$ cat config.mk
export PLATFORM = sky130hd
export DESIGN_NAME = ptp_stamp_top
export DESIGN_NICKNAME = d
export VERILOG_FILES = /design/src/hw/ptp_stamp_pkg.sv /design/src/hw/ptp_stamp_top.sv /design/src/hw/ts_fifo.sv
export SDC_FILE = /design/constraint.sdc
export NUM_CORES = 2
export LEC_CHECK = 0
export CORE_UTILIZATION = 60
export CTS_BUF_LIST = sky130_fd_sc_hd__clkbuf_4 sky130_fd_sc_hd__clkbuf_8
export DETAILED_ROUTE_END_ITERATION = 8
export DONT_BUFFER_PORTS = 1
export GPL_ROUTABILITY_DRIVEN = 1
export PLACE_DENSITY_LB_ADDON = 0.05
export SYNTH_ARGS = -nofsm -noshare
export SYNTH_HDL_FRONTEND = slang
export SYNTH_SLANG_ARGS = --single-unit
$ cat constraint.sdc
create_clock -name CORE_CLK -period 16.2 [get_ports CORE_CLK]
set_clock_uncertainty 0.1 [all_clocks]
set_input_delay 1.62 -clock CORE_CLK [delete_from_list [all_inputs] [get_ports CORE_CLK]]
set_output_delay 1.62 -clock CORE_CLK [all_outputs]
set_load 0.02 [all_outputs]
$ cat src/hw/ptp_stamp_pkg.sv
/*
  Constants, types and helper functions shared by the peer-to-peer and
  two-step transparent clock stamping datapath, its checker and its bench.
  Assumes untagged Ethernet frames carrying PTP directly (EtherType
  0x88F7), one byte per beat, with the FCS carried in the stream.
*/
// Summary of operation
// Egress peer Sync: Add onto correction field
// Egress mode A Pdelay_req: subtract-then-add into correction
// t3 FIFO handling: Pdelay_req saves stamp, unmodified
// Egress mode A Pdelay_resp: subtract-then-add into correction
// Unmatched frame passes untouched, stamp discarded
// Egress mode A correction formulas per message type
// Ingress peer Sync: correction minus peer-adjusted stamp
// Ingress peer Pdelay frames: Write reserved four bytes
// Write drives current stamp; resp adds asymmetry
// Egress mode B Pdelay_req: save stamp minus asymmetry
// Engine pre-subtracts Rx stamp in egress resp
// Add: correction plus current stamp to rewriter
// Write-and-Save: current stamp out, FIFO capture set
// FIFO pairs stamp with frame identifier for reading
// Two-step ingress: stamp reserved bytes, Sync asymmetry
// Two-step egress: save stamp with 10-byte identifier
// Two-step egress clears reserved bytes to zero
// Two-step egress FIFO stamp, Delay_req minus asymmetry
// Modified frame gets new FCS, bad stays bad
// Action known before rewriter reaches target field
package ptp_stamp_pkg;

  localparam logic [15:0] IDX_ETYPE = 16'h000C;
  localparam logic [15:0] PTP_ETHERTYPE = 16'h88F7;
  localparam logic [15:0] IDX_HDR = 16'h000E;
  localparam logic [15:0] IDX_MSG = IDX_HDR;
  localparam logic [15:0] IDX_DOM = IDX_HDR + 16'h0004;
  localparam logic [15:0] IDX_CF = IDX_HDR + 16'h0008;
  localparam logic [15:0] CF_BYTES = 16'h0008;
  localparam logic [15:0] IDX_RESV = IDX_HDR + 16'h0010;
  localparam logic [15:0] RESV_BYTES = 16'h0004;
  localparam logic [15:0] IDX_PORT = IDX_HDR + 16'h001C;
  localparam logic [15:0] IDX_SEQ = IDX_HDR + 16'h001E;
  localparam logic [15:0] ID_BYTES = 16'h0002;
  localparam logic [15:0] IDX_DECIDE = IDX_HDR + 16'h0020;
  localparam logic [15:0] IDX_LATCH = IDX_CF - 16'h0001;
  localparam logic [15:0] FCS_BYTES = 16'h0004;

  localparam logic [3:0] MSG_SYNC = 4'h0;
  localparam logic [3:0] MSG_DELAY_REQ = 4'h1;
  localparam logic [3:0] MSG_PDELAY_REQ = 4'h2;
  localparam logic [3:0] MSG_PDELAY_RESP = 4'h3;

  localparam logic [31:0] CRC_INIT = 32'hFFFFFFFF;
  localparam logic [31:0] CRC_POLY = 32'hEDB88320;
  localparam logic [31:0] CRC_RESIDUE = 32'hDEBB20E3;
  localparam logic [31:0] NS_PER_SEC = 32'h3B9ACA00;
  localparam int LOOKAHEAD_DEF = 32;
  localparam int TS_DEPTH_DEF = 8;

  typedef enum logic [5:0] {
    ACT_NONE = 6'h01,
    ACT_ADD = 6'h02,
    ACT_SUB_ADD = 6'h04,
    ACT_PEER_SUB = 6'h08,
    ACT_WRITE = 6'h10,
    ACT_WRITE_SAVE = 6'h20
  } stamp_action_type;

  typedef enum logic [2:0] {
    MODE_PEER_A = 3'h1,
    MODE_PEER_B = 3'h2,
    MODE_TWO_STEP = 3'h4
  } tc_mode_type;

  typedef enum logic [2:0] {
    ST_IDLE = 3'h1,
    ST_HEAD = 3'h2,
    ST_BODY = 3'h4
  } parse_state_type;

  typedef struct packed {
    logic valid;
    logic sop;
    logic eop;
    logic [7:0] data;
  } beat_type;

  typedef struct packed {
    stamp_action_type action;
    logic write_cf;
    logic write_resv;
    logic resv_zero;
    logic cf_asym;
    logic asym_add;
    logic asym_sub;
  } decision_type;

  typedef struct packed {
    logic [79:0] frame_id;
    logic [31:0] stamp;
  } ts_entry_type;

  localparam decision_type DEC_NONE = '{action: ACT_NONE, default: 1'b0};

  function automatic logic in_range(logic [15:0] idx, logic [15:0] ofs,
                                    logic [15:0] len);
    return (idx >= ofs) && (idx < ofs + len);
  endfunction

  function automatic logic [31:0] crc_byte(logic [31:0] crc, logic [7:0] d);
    logic [31:0] c;
    c = crc ^ {24'h000000, d};
    for (int i = 0; i < 8; i++) begin
      c = c[0] ? ((c >> 1) ^ CRC_POLY) : (c >> 1);
    end
    return c;
  endfunction

  // Nanoseconds into the correction field, which holds ns scaled by 2^16
  function automatic logic [63:0] ns_to_cf(logic [31:0] ns);
    return {{16{ns[31]}}, ns, 16'h0000};
  endfunction

  function automatic decision_type decide_action(tc_mode_type mode,
      logic egress, logic t3_fifo, logic [3:0] msg);
    decision_type d;
    d = DEC_NONE;
    if (mode == MODE_TWO_STEP) begin
      if (msg == MSG_SYNC || msg == MSG_DELAY_REQ) begin
        if (egress) begin
          d.action = ACT_WRITE_SAVE;
          d.write_resv = 1'b1;
          d.resv_zero = 1'b1;
          d.asym_sub = (msg == MSG_DELAY_REQ);
        end else begin
          d.action = ACT_WRITE;
          d.write_resv = 1'b1;
          d.write_cf = (msg == MSG_SYNC);
          d.cf_asym = (msg == MSG_SYNC);
        end
      end
    end else if (egress) begin
      if (msg == MSG_SYNC) begin
        d.action = ACT_ADD;
        d.write_cf = 1'b1;
      end else if (msg == MSG_PDELAY_REQ) begin
        d.asym_sub = 1'b1;
        if (mode == MODE_PEER_B || t3_fifo) begin
          d.action = ACT_WRITE_SAVE;
        end else begin
          d.action = ACT_SUB_ADD;
          d.write_cf = 1'b1;
        end
      end else if (msg == MSG_PDELAY_RESP) begin
        // Mode B leans on the engine having removed the Rx stamp already
        d.action = (mode == MODE_PEER_A) ? ACT_SUB_ADD : ACT_ADD;
        d.write_cf = 1'b1;
      end
    end else begin
      if (msg == MSG_SYNC) begin
        d.action = ACT_PEER_SUB;
        d.write_cf = 1'b1;
      end else if (msg == MSG_PDELAY_REQ || msg == MSG_PDELAY_RESP) begin
        d.action = ACT_WRITE;
        d.write_resv = 1'b1;
        if (msg == MSG_PDELAY_RESP) begin
          d.asym_add = (mode == MODE_PEER_B);
          d.write_cf = (mode == MODE_PEER_A);
          d.cf_asym = (mode == MODE_PEER_A);
        end
      end
    end
    return d;
  endfunction

endpackage

$ cat src/hw/ptp_stamp_top.sv
/*
  Frame stamping datapath for peer-to-peer (modes A and B) and two-step
  transparent clock operation: analyzer, time stamp arithmetic, rewriter
  with FCS regeneration, and the Tx stamp FIFO.
  Assumes one byte per beat, valid held high without gaps inside a frame,
  frames of at least 64 bytes, and a stamp offered on STAMP_NS with SOP.
*/
`timescale 1ns/1ns
`default_nettype none
module ptp_stamp_top
  import ptp_stamp_pkg::*;
#(
  parameter int LOOKAHEAD = LOOKAHEAD_DEF,
  parameter int TS_DEPTH = TS_DEPTH_DEF
) (
  // Clock and reset
  input wire logic CORE_CLK,
  input wire logic RESET_N,
  // Frame stream in, with its raw ns stamp
  input wire beat_type IN_BEAT,
  input wire logic [31:0] STAMP_NS,
  // Configuration
  input wire tc_mode_type TC_MODE,
  input wire logic EGRESS,
  input wire logic T3_FIFO_MODE,
  input wire logic [7:0] DOMAIN,
  input wire logic [31:0] LOCAL_OFFSET,
  input wire logic [31:0] ASYMMETRY,
  input wire logic [31:0] PATH_DELAY,
  // Frame stream out
  output var beat_type OUT_BEAT,
  // Status
  output var stamp_action_type FRAME_ACTION,
  output logic TS_DROPPED,
  output logic TS_FULL,
  // Stamp FIFO read port
  output logic TS_RD_VALID,
  input wire logic TS_RD_READY,
  output var ts_entry_type TS_RD_ENTRY
);
  localparam int PW = $clog2(LOOKAHEAD);
  localparam logic [PW-1:0] PTR_LAST = PW'(LOOKAHEAD - 1);

  // Analyzer side state
  parse_state_type state_r;
  parse_state_type state_nxt;
  logic [15:0] in_idx_r;
  logic [15:0] etype_r;
  logic [3:0] msg_r;
  logic [7:0] dom_r;
  logic [63:0] cf_in_r;
  logic [31:0] resv_r;
  logic [15:0] port_r;
  logic [15:0] seq_r;
  logic [31:0] crc_in_r;
  logic [15:0] in_len_r;
  logic bad_fcs_r;

  // Time stamp block state
  logic [31:0] raw_ns_stamp_r;
  logic [31:0] current_ns_stamp_reg_r;
  decision_type decision_r;
  logic [63:0] cf_new_r;
  logic [31:0] resv_new_r;
  logic save_stamp_r;
  logic [79:0] ts_id_r;
  logic ts_dropped_r;

  // Rewriter state
  beat_type ring_r [LOOKAHEAD];
  logic [PW-1:0] ptr_r;
  logic [15:0] out_idx_r;
  decision_type out_dec_r;
  logic [63:0] cf_sr_r;
  logic [31:0] resv_sr_r;
  logic [23:0] fcs_sr_r;
  logic [31:0] crc_out_r;
  beat_type out_beat_r;

  // Analyzer decode
  wire in_fire = IN_BEAT.valid;
  wire [15:0] idx_in = IN_BEAT.sop ? 16'h0000 : in_idx_r;
  wire in_sop = in_fire && IN_BEAT.sop;
  wire in_eop = in_fire && IN_BEAT.eop;
  wire decide_now = (state_r == ST_HEAD) && in_fire && !IN_BEAT.sop &&
                    (idx_in == IDX_DECIDE);
  wire is_ptp = (etype_r == PTP_ETHERTYPE) && (dom_r == DOMAIN);
  wire decision_type dec_raw = decide_action(TC_MODE, EGRESS, T3_FIFO_MODE,
                                             msg_r);
  wire decision_type dec_now = is_ptp ? dec_raw : DEC_NONE;
  wire matched = dec_now.action != ACT_NONE;
  wire [31:0] crc_in_cur = IN_BEAT.sop ? CRC_INIT : crc_in_r;
  wire [31:0] crc_in_nxt = crc_byte(crc_in_cur, IN_BEAT.data);

  // Stamp arithmetic
  wire [31:0] base_ns = EGRESS ? raw_ns_stamp_r + LOCAL_OFFSET
                               : raw_ns_stamp_r - LOCAL_OFFSET;
  wire [31:0] cur_ns = dec_now.asym_add ? base_ns + ASYMMETRY :
                       dec_now.asym_sub ? base_ns - ASYMMETRY :
                       base_ns;
  wire [31:0] peer_ns = raw_ns_stamp_r - LOCAL_OFFSET - PATH_DELAY -
                        ASYMMETRY;
  // A reserved-bytes stamp from the previous second wraps the span
  wire [31:0] span_ns = (cur_ns < resv_r) ? cur_ns - resv_r + NS_PER_SEC
                                          : cur_ns - resv_r;
  logic [63:0] cf_nxt;
  wire [31:0] resv_nxt = dec_now.resv_zero ? 32'h00000000 : cur_ns;

  always_comb begin
    case (dec_now.action)
      ACT_ADD: cf_nxt = cf_in_r + ns_to_cf(cur_ns);
      ACT_SUB_ADD: cf_nxt = cf_in_r + ns_to_cf(span_ns);
      ACT_PEER_SUB: cf_nxt = cf_in_r - ns_to_cf(peer_ns);
      default: cf_nxt = dec_now.cf_asym ? cf_in_r + ns_to_cf(ASYMMETRY)
                                        : cf_in_r;
    endcase
  end

  // FIFO feed at the end of a saved frame
  wire ts_wr_valid = in_eop && !IN_BEAT.sop && save_stamp_r;
  wire ts_wr_ready;
  wire ts_entry_type ts_wr_entry = '{frame_id: ts_id_r,
                                     stamp: current_ns_stamp_reg_r};

  // Rewriter decode
  wire beat_type dly = ring_r[ptr_r];
  wire [15:0] idx_out = dly.sop ? 16'h0000 : out_idx_r;
  wire [15:0] fcs_start = in_len_r - FCS_BYTES;
  wire in_fcs = idx_out >= fcs_start;
  wire fcs_first = idx_out == fcs_start;
  wire out_latch = dly.valid && (idx_out == IDX_LATCH);
  wire cf_hit = dly.valid && out_dec_r.write_cf &&
                in_range(idx_out, IDX_CF, CF_BYTES);
  wire resv_hit = dly.valid && out_dec_r.write_resv &&
                  in_range(idx_out, IDX_RESV, RESV_BYTES);
  wire modified = out_dec_r.write_cf || out_dec_r.write_resv;
  wire [31:0] fcs_word = bad_fcs_r ? crc_out_r : ~crc_out_r;
  wire [7:0] fcs_byte = fcs_first ? fcs_word[7:0] : fcs_sr_r[7:0];
  wire [7:0] out_byte = !dly.valid ? 8'h00 :
                        cf_hit ? cf_sr_r[63:56] :
                        resv_hit ? resv_sr_r[31:24] :
                        (modified && in_fcs) ? fcs_byte :
                        dly.data;
  wire [31:0] crc_out_cur = dly.sop ? CRC_INIT : crc_out_r;

  // Analyzer state machine
  always_comb begin
    state_nxt = state_r;
    case (state_r)
      ST_IDLE: begin
        if (in_sop) begin
          state_nxt = ST_HEAD;
        end
      end
      ST_HEAD: begin
        if (in_eop) begin
          state_nxt = ST_IDLE;
        end else if (decide_now) begin
          state_nxt = ST_BODY;
        end
      end
      ST_BODY: begin
        if (in_eop) begin
          state_nxt = ST_IDLE;
        end
      end
      default: state_nxt = ST_IDLE;
    endcase
    if (in_sop && !IN_BEAT.eop) begin
      state_nxt = ST_HEAD;
    end
  end

  always_ff @(posedge CORE_CLK or negedge RESET_N) begin
    if (!RESET_N) begin
      state_r <= ST_IDLE;
      in_idx_r <= 16'h0000;
    end else begin
      state_r <= state_nxt;
      if (in_fire) begin
        in_idx_r <= idx_in + 16'h0001;
      end
    end
  end

  // Header field capture
  always_ff @(posedge CORE_CLK or negedge RESET_N) begin
    if (!RESET_N) begin
      etype_r <= 16'h0000;
      msg_r <= 4'h0;
      dom_r <= 8'h00;
      port_r <= 16'h0000;
      seq_r <= 16'h0000;
    end else if (in_fire) begin
      if (in_range(idx_in, IDX_ETYPE, ID_BYTES)) begin
        etype_r <= {etype_r[7:0], IN_BEAT.data};
      end
      if (idx_in == IDX_MSG) begin
        msg_r <= IN_BEAT.data[3:0];
      end
      if (idx_in == IDX_DOM) begin
        dom_r <= IN_BEAT.data;
      end
      if (in_range(idx_in, IDX_PORT, ID_BYTES)) begin
        port_r <= {port_r[7:0], IN_BEAT.data};
      end
      if (in_range(idx_in, IDX_SEQ, ID_BYTES)) begin
        seq_r <= {seq_r[7:0], IN_BEAT.data};
      end
    end
  end

  always_ff @(posedge CORE_CLK or negedge RESET_N) begin
    if (!RESET_N) begin
      cf_in_r <= 64'h0000000000000000;
      resv_r <= 32'h00000000;
    end else if (in_fire) begin
      if (in_range(idx_in, IDX_CF, CF_BYTES)) begin
        cf_in_r <= {cf_in_r[55:0], IN_BEAT.data};
      end
      if (in_range(idx_in, IDX_RESV, RESV_BYTES)) begin
        resv_r <= {resv_r[23:0], IN_BEAT.data};
      end
    end
  end

  // Incoming FCS check; its verdict must outlive the lookahead
  always_ff @(posedge CORE_CLK or negedge RESET_N) begin
    if (!RESET_N) begin
      crc_in_r <= CRC_INIT;
      in_len_r <= 16'hFFFF;
      bad_fcs_r <= 1'b0;
    end else if (in_fire) begin
      crc_in_r <= crc_in_nxt;
      if (IN_BEAT.eop) begin
        in_len_r <= idx_in + 16'h0001;
        bad_fcs_r <= crc_in_nxt != CRC_RESIDUE;
      end
    end
  end

  // Time stamp block: decision made once the header is in
  always_ff @(posedge CORE_CLK or negedge RESET_N) begin
    if (!RESET_N) begin
      raw_ns_stamp_r <= 32'h00000000;
      current_ns_stamp_reg_r <= 32'h00000000;
      decision_r <= DEC_NONE;
      cf_new_r <= 64'h0000000000000000;
      resv_new_r <= 32'h00000000;
      save_stamp_r <= 1'b0;
      ts_id_r <= 80'h0;
    end else if (in_sop) begin
      raw_ns_stamp_r <= STAMP_NS;
      decision_r <= DEC_NONE;
      save_stamp_r <= 1'b0;
    end else if (decide_now) begin
      decision_r <= dec_now;
      cf_new_r <= cf_nxt;
      resv_new_r <= resv_nxt;
      current_ns_stamp_reg_r <= cur_ns;
      save_stamp_r <= dec_now.action == ACT_WRITE_SAVE;
      // Identifier carries the Rx stamp still held in the reserved bytes
      ts_id_r <= {seq_r, resv_r, port_r, dom_r, 4'h0, msg_r};
      if (!matched) begin
        raw_ns_stamp_r <= 32'h00000000;
      end
    end else if (in_eop) begin
      save_stamp_r <= 1'b0;
    end
  end

  // Stamp lost because the engine left the FIFO full
  always_ff @(posedge CORE_CLK or negedge RESET_N) begin
    if (!RESET_N) begin
      ts_dropped_r <= 1'b0;
    end else begin
      ts_dropped_r <= ts_wr_valid && !ts_wr_ready;
    end
  end

  // Lookahead delay line so the rewriter trails the analyzer
  always_ff @(posedge CORE_CLK or negedge RESET_N) begin
    if (!RESET_N) begin
      ptr_r <= '0;
      for (int i = 0; i < LOOKAHEAD; i++) begin
        ring_r[i] <= '0;
      end
    end else begin
      ring_r[ptr_r] <= IN_BEAT;
      ptr_r <= (ptr_r == PTR_LAST) ? '0 : ptr_r + 1'b1;
    end
  end

  // Rewriter: decision taken just ahead of the first target byte
  always_ff @(posedge CORE_CLK or negedge RESET_N) begin
    if (!RESET_N) begin
      out_idx_r <= 16'h0000;
      out_dec_r <= DEC_NONE;
      cf_sr_r <= 64'h0000000000000000;
      resv_sr_r <= 32'h00000000;
    end else if (dly.valid) begin
      out_idx_r <= idx_out + 16'h0001;
      if (dly.sop) begin
        out_dec_r <= DEC_NONE;
      end else if (out_latch) begin
        out_dec_r <= decision_r;
        cf_sr_r <= cf_new_r;
        resv_sr_r <= resv_new_r;
      end else begin
        if (cf_hit) begin
          cf_sr_r <= {cf_sr_r[55:0], 8'h00};
        end
        if (resv_hit) begin
          resv_sr_r <= {resv_sr_r[23:0], 8'h00};
        end
      end
    end
  end

  // Outgoing FCS regeneration
  always_ff @(posedge CORE_CLK or negedge RESET_N) begin
    if (!RESET_N) begin
      crc_out_r <= CRC_INIT;
      fcs_sr_r <= 24'h000000;
    end else if (dly.valid) begin
      if (!in_fcs) begin
        crc_out_r <= crc_byte(crc_out_cur, out_byte);
      end
      fcs_sr_r <= fcs_first ? fcs_word[31:8] : {8'h00, fcs_sr_r[23:8]};
    end
  end

  always_ff @(posedge CORE_CLK or negedge RESET_N) begin
    if (!RESET_N) begin
      out_beat_r <= '0;
    end else begin
      out_beat_r <= '{valid: dly.valid, sop: dly.sop, eop: dly.eop,
                      data: out_byte};
    end
  end

  ts_fifo #(
    .WIDTH($bits(ts_entry_type)),
    .DEPTH(TS_DEPTH)
  ) u_ts_fifo (
    .clk(CORE_CLK),
    .reset_n(RESET_N),
    .wr_valid(ts_wr_valid),
    .wr_ready(ts_wr_ready),
    .wr_data(ts_wr_entry),
    .rd_valid(TS_RD_VALID),
    .rd_ready(TS_RD_READY),
    .rd_data(TS_RD_ENTRY),
    .full(TS_FULL)
  );

  assign OUT_BEAT = out_beat_r;
  assign FRAME_ACTION = decision_r.action;
  assign TS_DROPPED = ts_dropped_r;
endmodule
`default_nettype wire

$ cat src/hw/ts_fifo.sv
/*
  Tx time stamp FIFO: flip-flop storage of stamp and frame identifier
  sets, written by the stamping datapath and drained by the engine.
  Assumes DEPTH is a power of two and one clock domain.
*/
`timescale 1ns/1ns
`default_nettype none
module ts_fifo #(
  parameter int WIDTH = 112,
  parameter int DEPTH = 8
) (
  // Clock and reset
  input wire logic clk,
  input wire logic reset_n,
  // Fill side
  input wire logic wr_valid,
  output logic wr_ready,
  input wire logic [WIDTH-1:0] wr_data,
  // Drain side
  output logic rd_valid,
  input wire logic rd_ready,
  output logic [WIDTH-1:0] rd_data,
  // Status
  output logic full
);
  localparam int AW = $clog2(DEPTH);

  logic [WIDTH-1:0] mem_r [DEPTH];
  logic [AW:0] wr_ptr_r;
  logic [AW:0] rd_ptr_r;
  wire empty = (wr_ptr_r == rd_ptr_r);
  wire wr_fire = wr_valid && wr_ready;
  wire rd_fire = rd_valid && rd_ready;

  assign full = (wr_ptr_r[AW] != rd_ptr_r[AW]) &&
                (wr_ptr_r[AW-1:0] == rd_ptr_r[AW-1:0]);
  assign wr_ready = !full;
  assign rd_valid = !empty;
  assign rd_data = mem_r[rd_ptr_r[AW-1:0]];

  always_ff @(posedge clk or negedge reset_n) begin
    if (!reset_n) begin
      wr_ptr_r <= '0;
      rd_ptr_r <= '0;
    end else begin
      if (wr_fire) begin
        wr_ptr_r <= wr_ptr_r + 1'b1;
      end
      if (rd_fire) begin
        rd_ptr_r <= rd_ptr_r + 1'b1;
      end
    end
  end

  always_ff @(posedge clk or negedge reset_n) begin
    if (!reset_n) begin
      for (int i = 0; i < DEPTH; i++) begin
        mem_r[i] <= '0;
      end
    end else if (wr_fire) begin
      mem_r[wr_ptr_r[AW-1:0]] <= wr_data;
    end
  end
endmodule
`default_nettype wire

==> flow_summary.ini <==
[outcome]
status = complete, no violations

[layout]
fin_cells = 11800
fin_util_pct = 65.6
nFillCells = 13500
drive_above_1_share_pct = 28.5
finish.instance_area_mm2 = 0.114
area_delta_synth_final_pct = 8.45
multi_input_area_mm2 = 0.0548
seq_area_mm2 = 0.0472
nets = 9707

[clock_network]
htree_levels = 5
clk_pin_slew_ns = 0.06
post-cts-setup-buffers = 0
ctsHoldBuffers = 0
cts_max_path_buffers = 4
cts_tree = built
cts_resized = 0
root_buffer = clkbuf_8
cts_num_sinks = 1880
numCtsBuffers = 325
clk_latency_ns = 1.07

[worst_setup_path]
reg2reg_depth = 50
crit_fanout = 19
cp.arrival_ns = 14.95
cp_slowest_stage_delay_ns = 0.66
critPathLaunchType = input port
crit_top_cell = ha_1
cpMaxStageDelayCell = o22a_1
critPathKind = in2reg
crit_required_ns = 17.08
worstSetupPathDepth = 51
endpoint_kind = flop
crit_family = compound AO/OA/AOI/OAI gates
cp_num_buf_inv = 4

[grt]
track_usage_pct = 34.5
grt_pass1_vias = 74600
grt_max_degree = 259
gr-total-overflow = 0
grt_pass1_wl_um = 463000
antenna_found_initial = 17

[power_and_ir_drop]
p_total_mw = 15.4
p_leak_nw = 53.0
power_density_mw_per_mm2 = 135
vdd_drop_max_mv = 0.206

[place]
io_buffers = 0
place_congestion = 0.981
pre_cts_ws_ns = 1.38
dp.cells = 11200
dpl_cell_area_mm2 = 0.107
dp_hpwl_um = 207000

[floorplanning]
die_h_um = 421
core_area_mm2 = 0.174
initial_utilization_pct = 60.5
dieArea_mm2 = 0.177
io_pins = 287
rows = 153
die_x_um = 421

[worst_hold_path]
hp-class = in2async

[synthesis]
yosys_warnings = 0
synth_seq_cells = 1880
syn_area_per_cell_um2 = 11.3
synth_top_flop_cell = dfrtp_1
synth_area_mm2 = 0.105
synth-seq-area-share_pct = 44.8
synth.distinct_cells = 106
ys_async_sr_fraction_pct = 100
synth-edff-count = 0
netlist_instances = 9315

[sta]
fmax_mhz = 71.1
hold_violations = 0
tns_ns = 0
rsz0062_at_grt = no
setup_viol = 0
post-route-period-util_pct = 86.9
timing.hold.ws_ns = 0.129
slew_violations = 0
worst_slew_pin_slew_ns = 1.32
worst_slack_ns = 2.13
slew_headroom_pct = 12.0
final.min_clock_period_ns = 14.07

[routing]
drt-total-wl_um = 306000
dr.pass1.iters = 8
routed_via_density = 6.35
dr_wl_met2_um = 141000
drt_iter0_drc = 6138
postRouteAntennaNets = 0
wirelength_met1_um = 133000
drc_errors = 0
route.detailed.wl_per_inst_um = 26.0
routed.top_layer = met5
wl_met3_um = 20100
num_vias = 74600

[run]
max_cap_violations = 0
worst register-to-register path, delay by kind of cell (launching register included):
| kind | cells | cell delay [ns] |
|---|---|---|
| flip-flops | 1 | 0.40 |
| AO/OA/AOI/OAI | 24 | 6.60 |
| XOR/XNOR | 1 | 0.16 |
| AND/OR/NAND/NOR | 19 | 4.86 |
| adder cells (fa/ha/maj) | 5 | 1.66 |
| buffers and inverters | 1 | 0.07 |
cell usage after synthesis, drive strengths merged, types with 48 or more instances:
library cell,instances,area (um2)
a211oi,49,368
mux4,310,6980
inv,317,1190
o21a,52,390
nand2b,67,419
o21ai,504,2530
a21o,142,1070
mux2,1483,16700
dfrtp,1798,45000
nand2,899,3370
a21oi,377,1910
nor4,48,307
o22ai,54,344
xnor2,359,3260
buf,131,578
ha,316,3950
a31oi,65,419
mux2i,117,1170
o211ai,52,390
clkbuf,445,1670
dfstp,82,2150
and3,63,394
xor2,158,1390
nor2b,57,357
a22o,56,490
nor3,134,681
nor2,423,1590
nand3,118,591
sequential cells by signal (all words and copies together) (netlist names), 11 cells and up:
name / count
u_ts_fifo.mem_r: 864
ring_r: 352
ts_id_r: 76
cf_in_r: 64
cf_new_r: 64
cf_sr_r: 64
crc_in_r: 32
crc_out_r: 32
current_ns_stamp_reg_r: 32
raw_ns_stamp_r: 32
resv_new_r: 32
resv_r: 32
resv_sr_r: 32
fcs_sr_r: 24
etype_r: 16
in_idx_r: 16
in_len_r: 16
out_idx_r: 16
port_r: 16
seq_r: 16
OUT_BEAT: 11
kinds of logic after synthesis:
group | Yosys count | synth area share [%]
compound gates | 1679 | 10.3
xor+xnor | 517 | 4.42
fa+ha+maj | 354 | 4.48
buf+inv | 896 | 3.28
flops | 1880 | 44.8
mux | 1910 | 23.6
other cells | 1 | 0.00356
simple gates | 2078 | 9.14
power breakdown:
group / switching (mW) / leakage, nW / internal, mW
registers: 0.162 / 25.0 / 4.97
clock network: 1.92 / 3.61 / 2.58
logic: 3.68 / 24.4 / 2.05
total: 5.76 / 53.0 / 9.60
placed cells by master (no fill, tap or decap), types with 57 or more instances in the layout:
cell      synthesis  routed
nand2_1         899     896
nor3_1          132     128
dfrtp_1        1798    1792
xor2_1          157     157
nor2_1          422     416
a21o_1          142     142
ha_1            316     316
inv_1           314     313
o21ai_0         489     488
dfstp_2          82      82
nand3_1         118     116
nand2b_1         67      67
nor2b_1          57      57
mux2i_1         117     117
mux4_2          310     310
buf_4            13     114
xnor2_1         347     347
clkbuf_8          0     407
a31oi_1          63      63
mux2_2         1481    1481
and3_1           63      62
clkbuf_4          0     117
a21oi_1         374     373
path summary, 6_finish.rpt:
check                             startpoint                    to  slack, ns
max                          LOCAL_OFFSET[7]          cf_new_r[63]       2.13
min                                  RESET_N  u_ts_fifo.mem_r[883]       0.13
max reg2reg                raw_ns_stamp_r[0]          cf_new_r[63]       2.27
min reg2reg                       resv_r[23]            resv_r[31]       0.36
max in group asynchronous            RESET_N           cf_in_r[24]      11.82
min in group CORE_CLK             resv_r[23]            resv_r[31]       0.36
metal layers:
metal,GRT usage (%),up-vias
met2,53.5,2362
met1,48.1,38300
met4,13.4,6
li1,-,33400
met3,6.55,550
met5,0,-
area by class of cell:
type | instances | share of cell area [%]
Multi-Input combinational cell | 6542 | 48.0
Sequential cell | 1880 | 41.3
Clock buffer | 524 | 5.68
Tap cell | 2325 | 2.55
Timing Repair Buffer | 129 | 1.09
Inverter | 320 | 1.05
Clock inverter | 32 | 0.250
Antenna cell | 11 | 0.0241
Note: power is estimated with default switching activity, not from simulation.
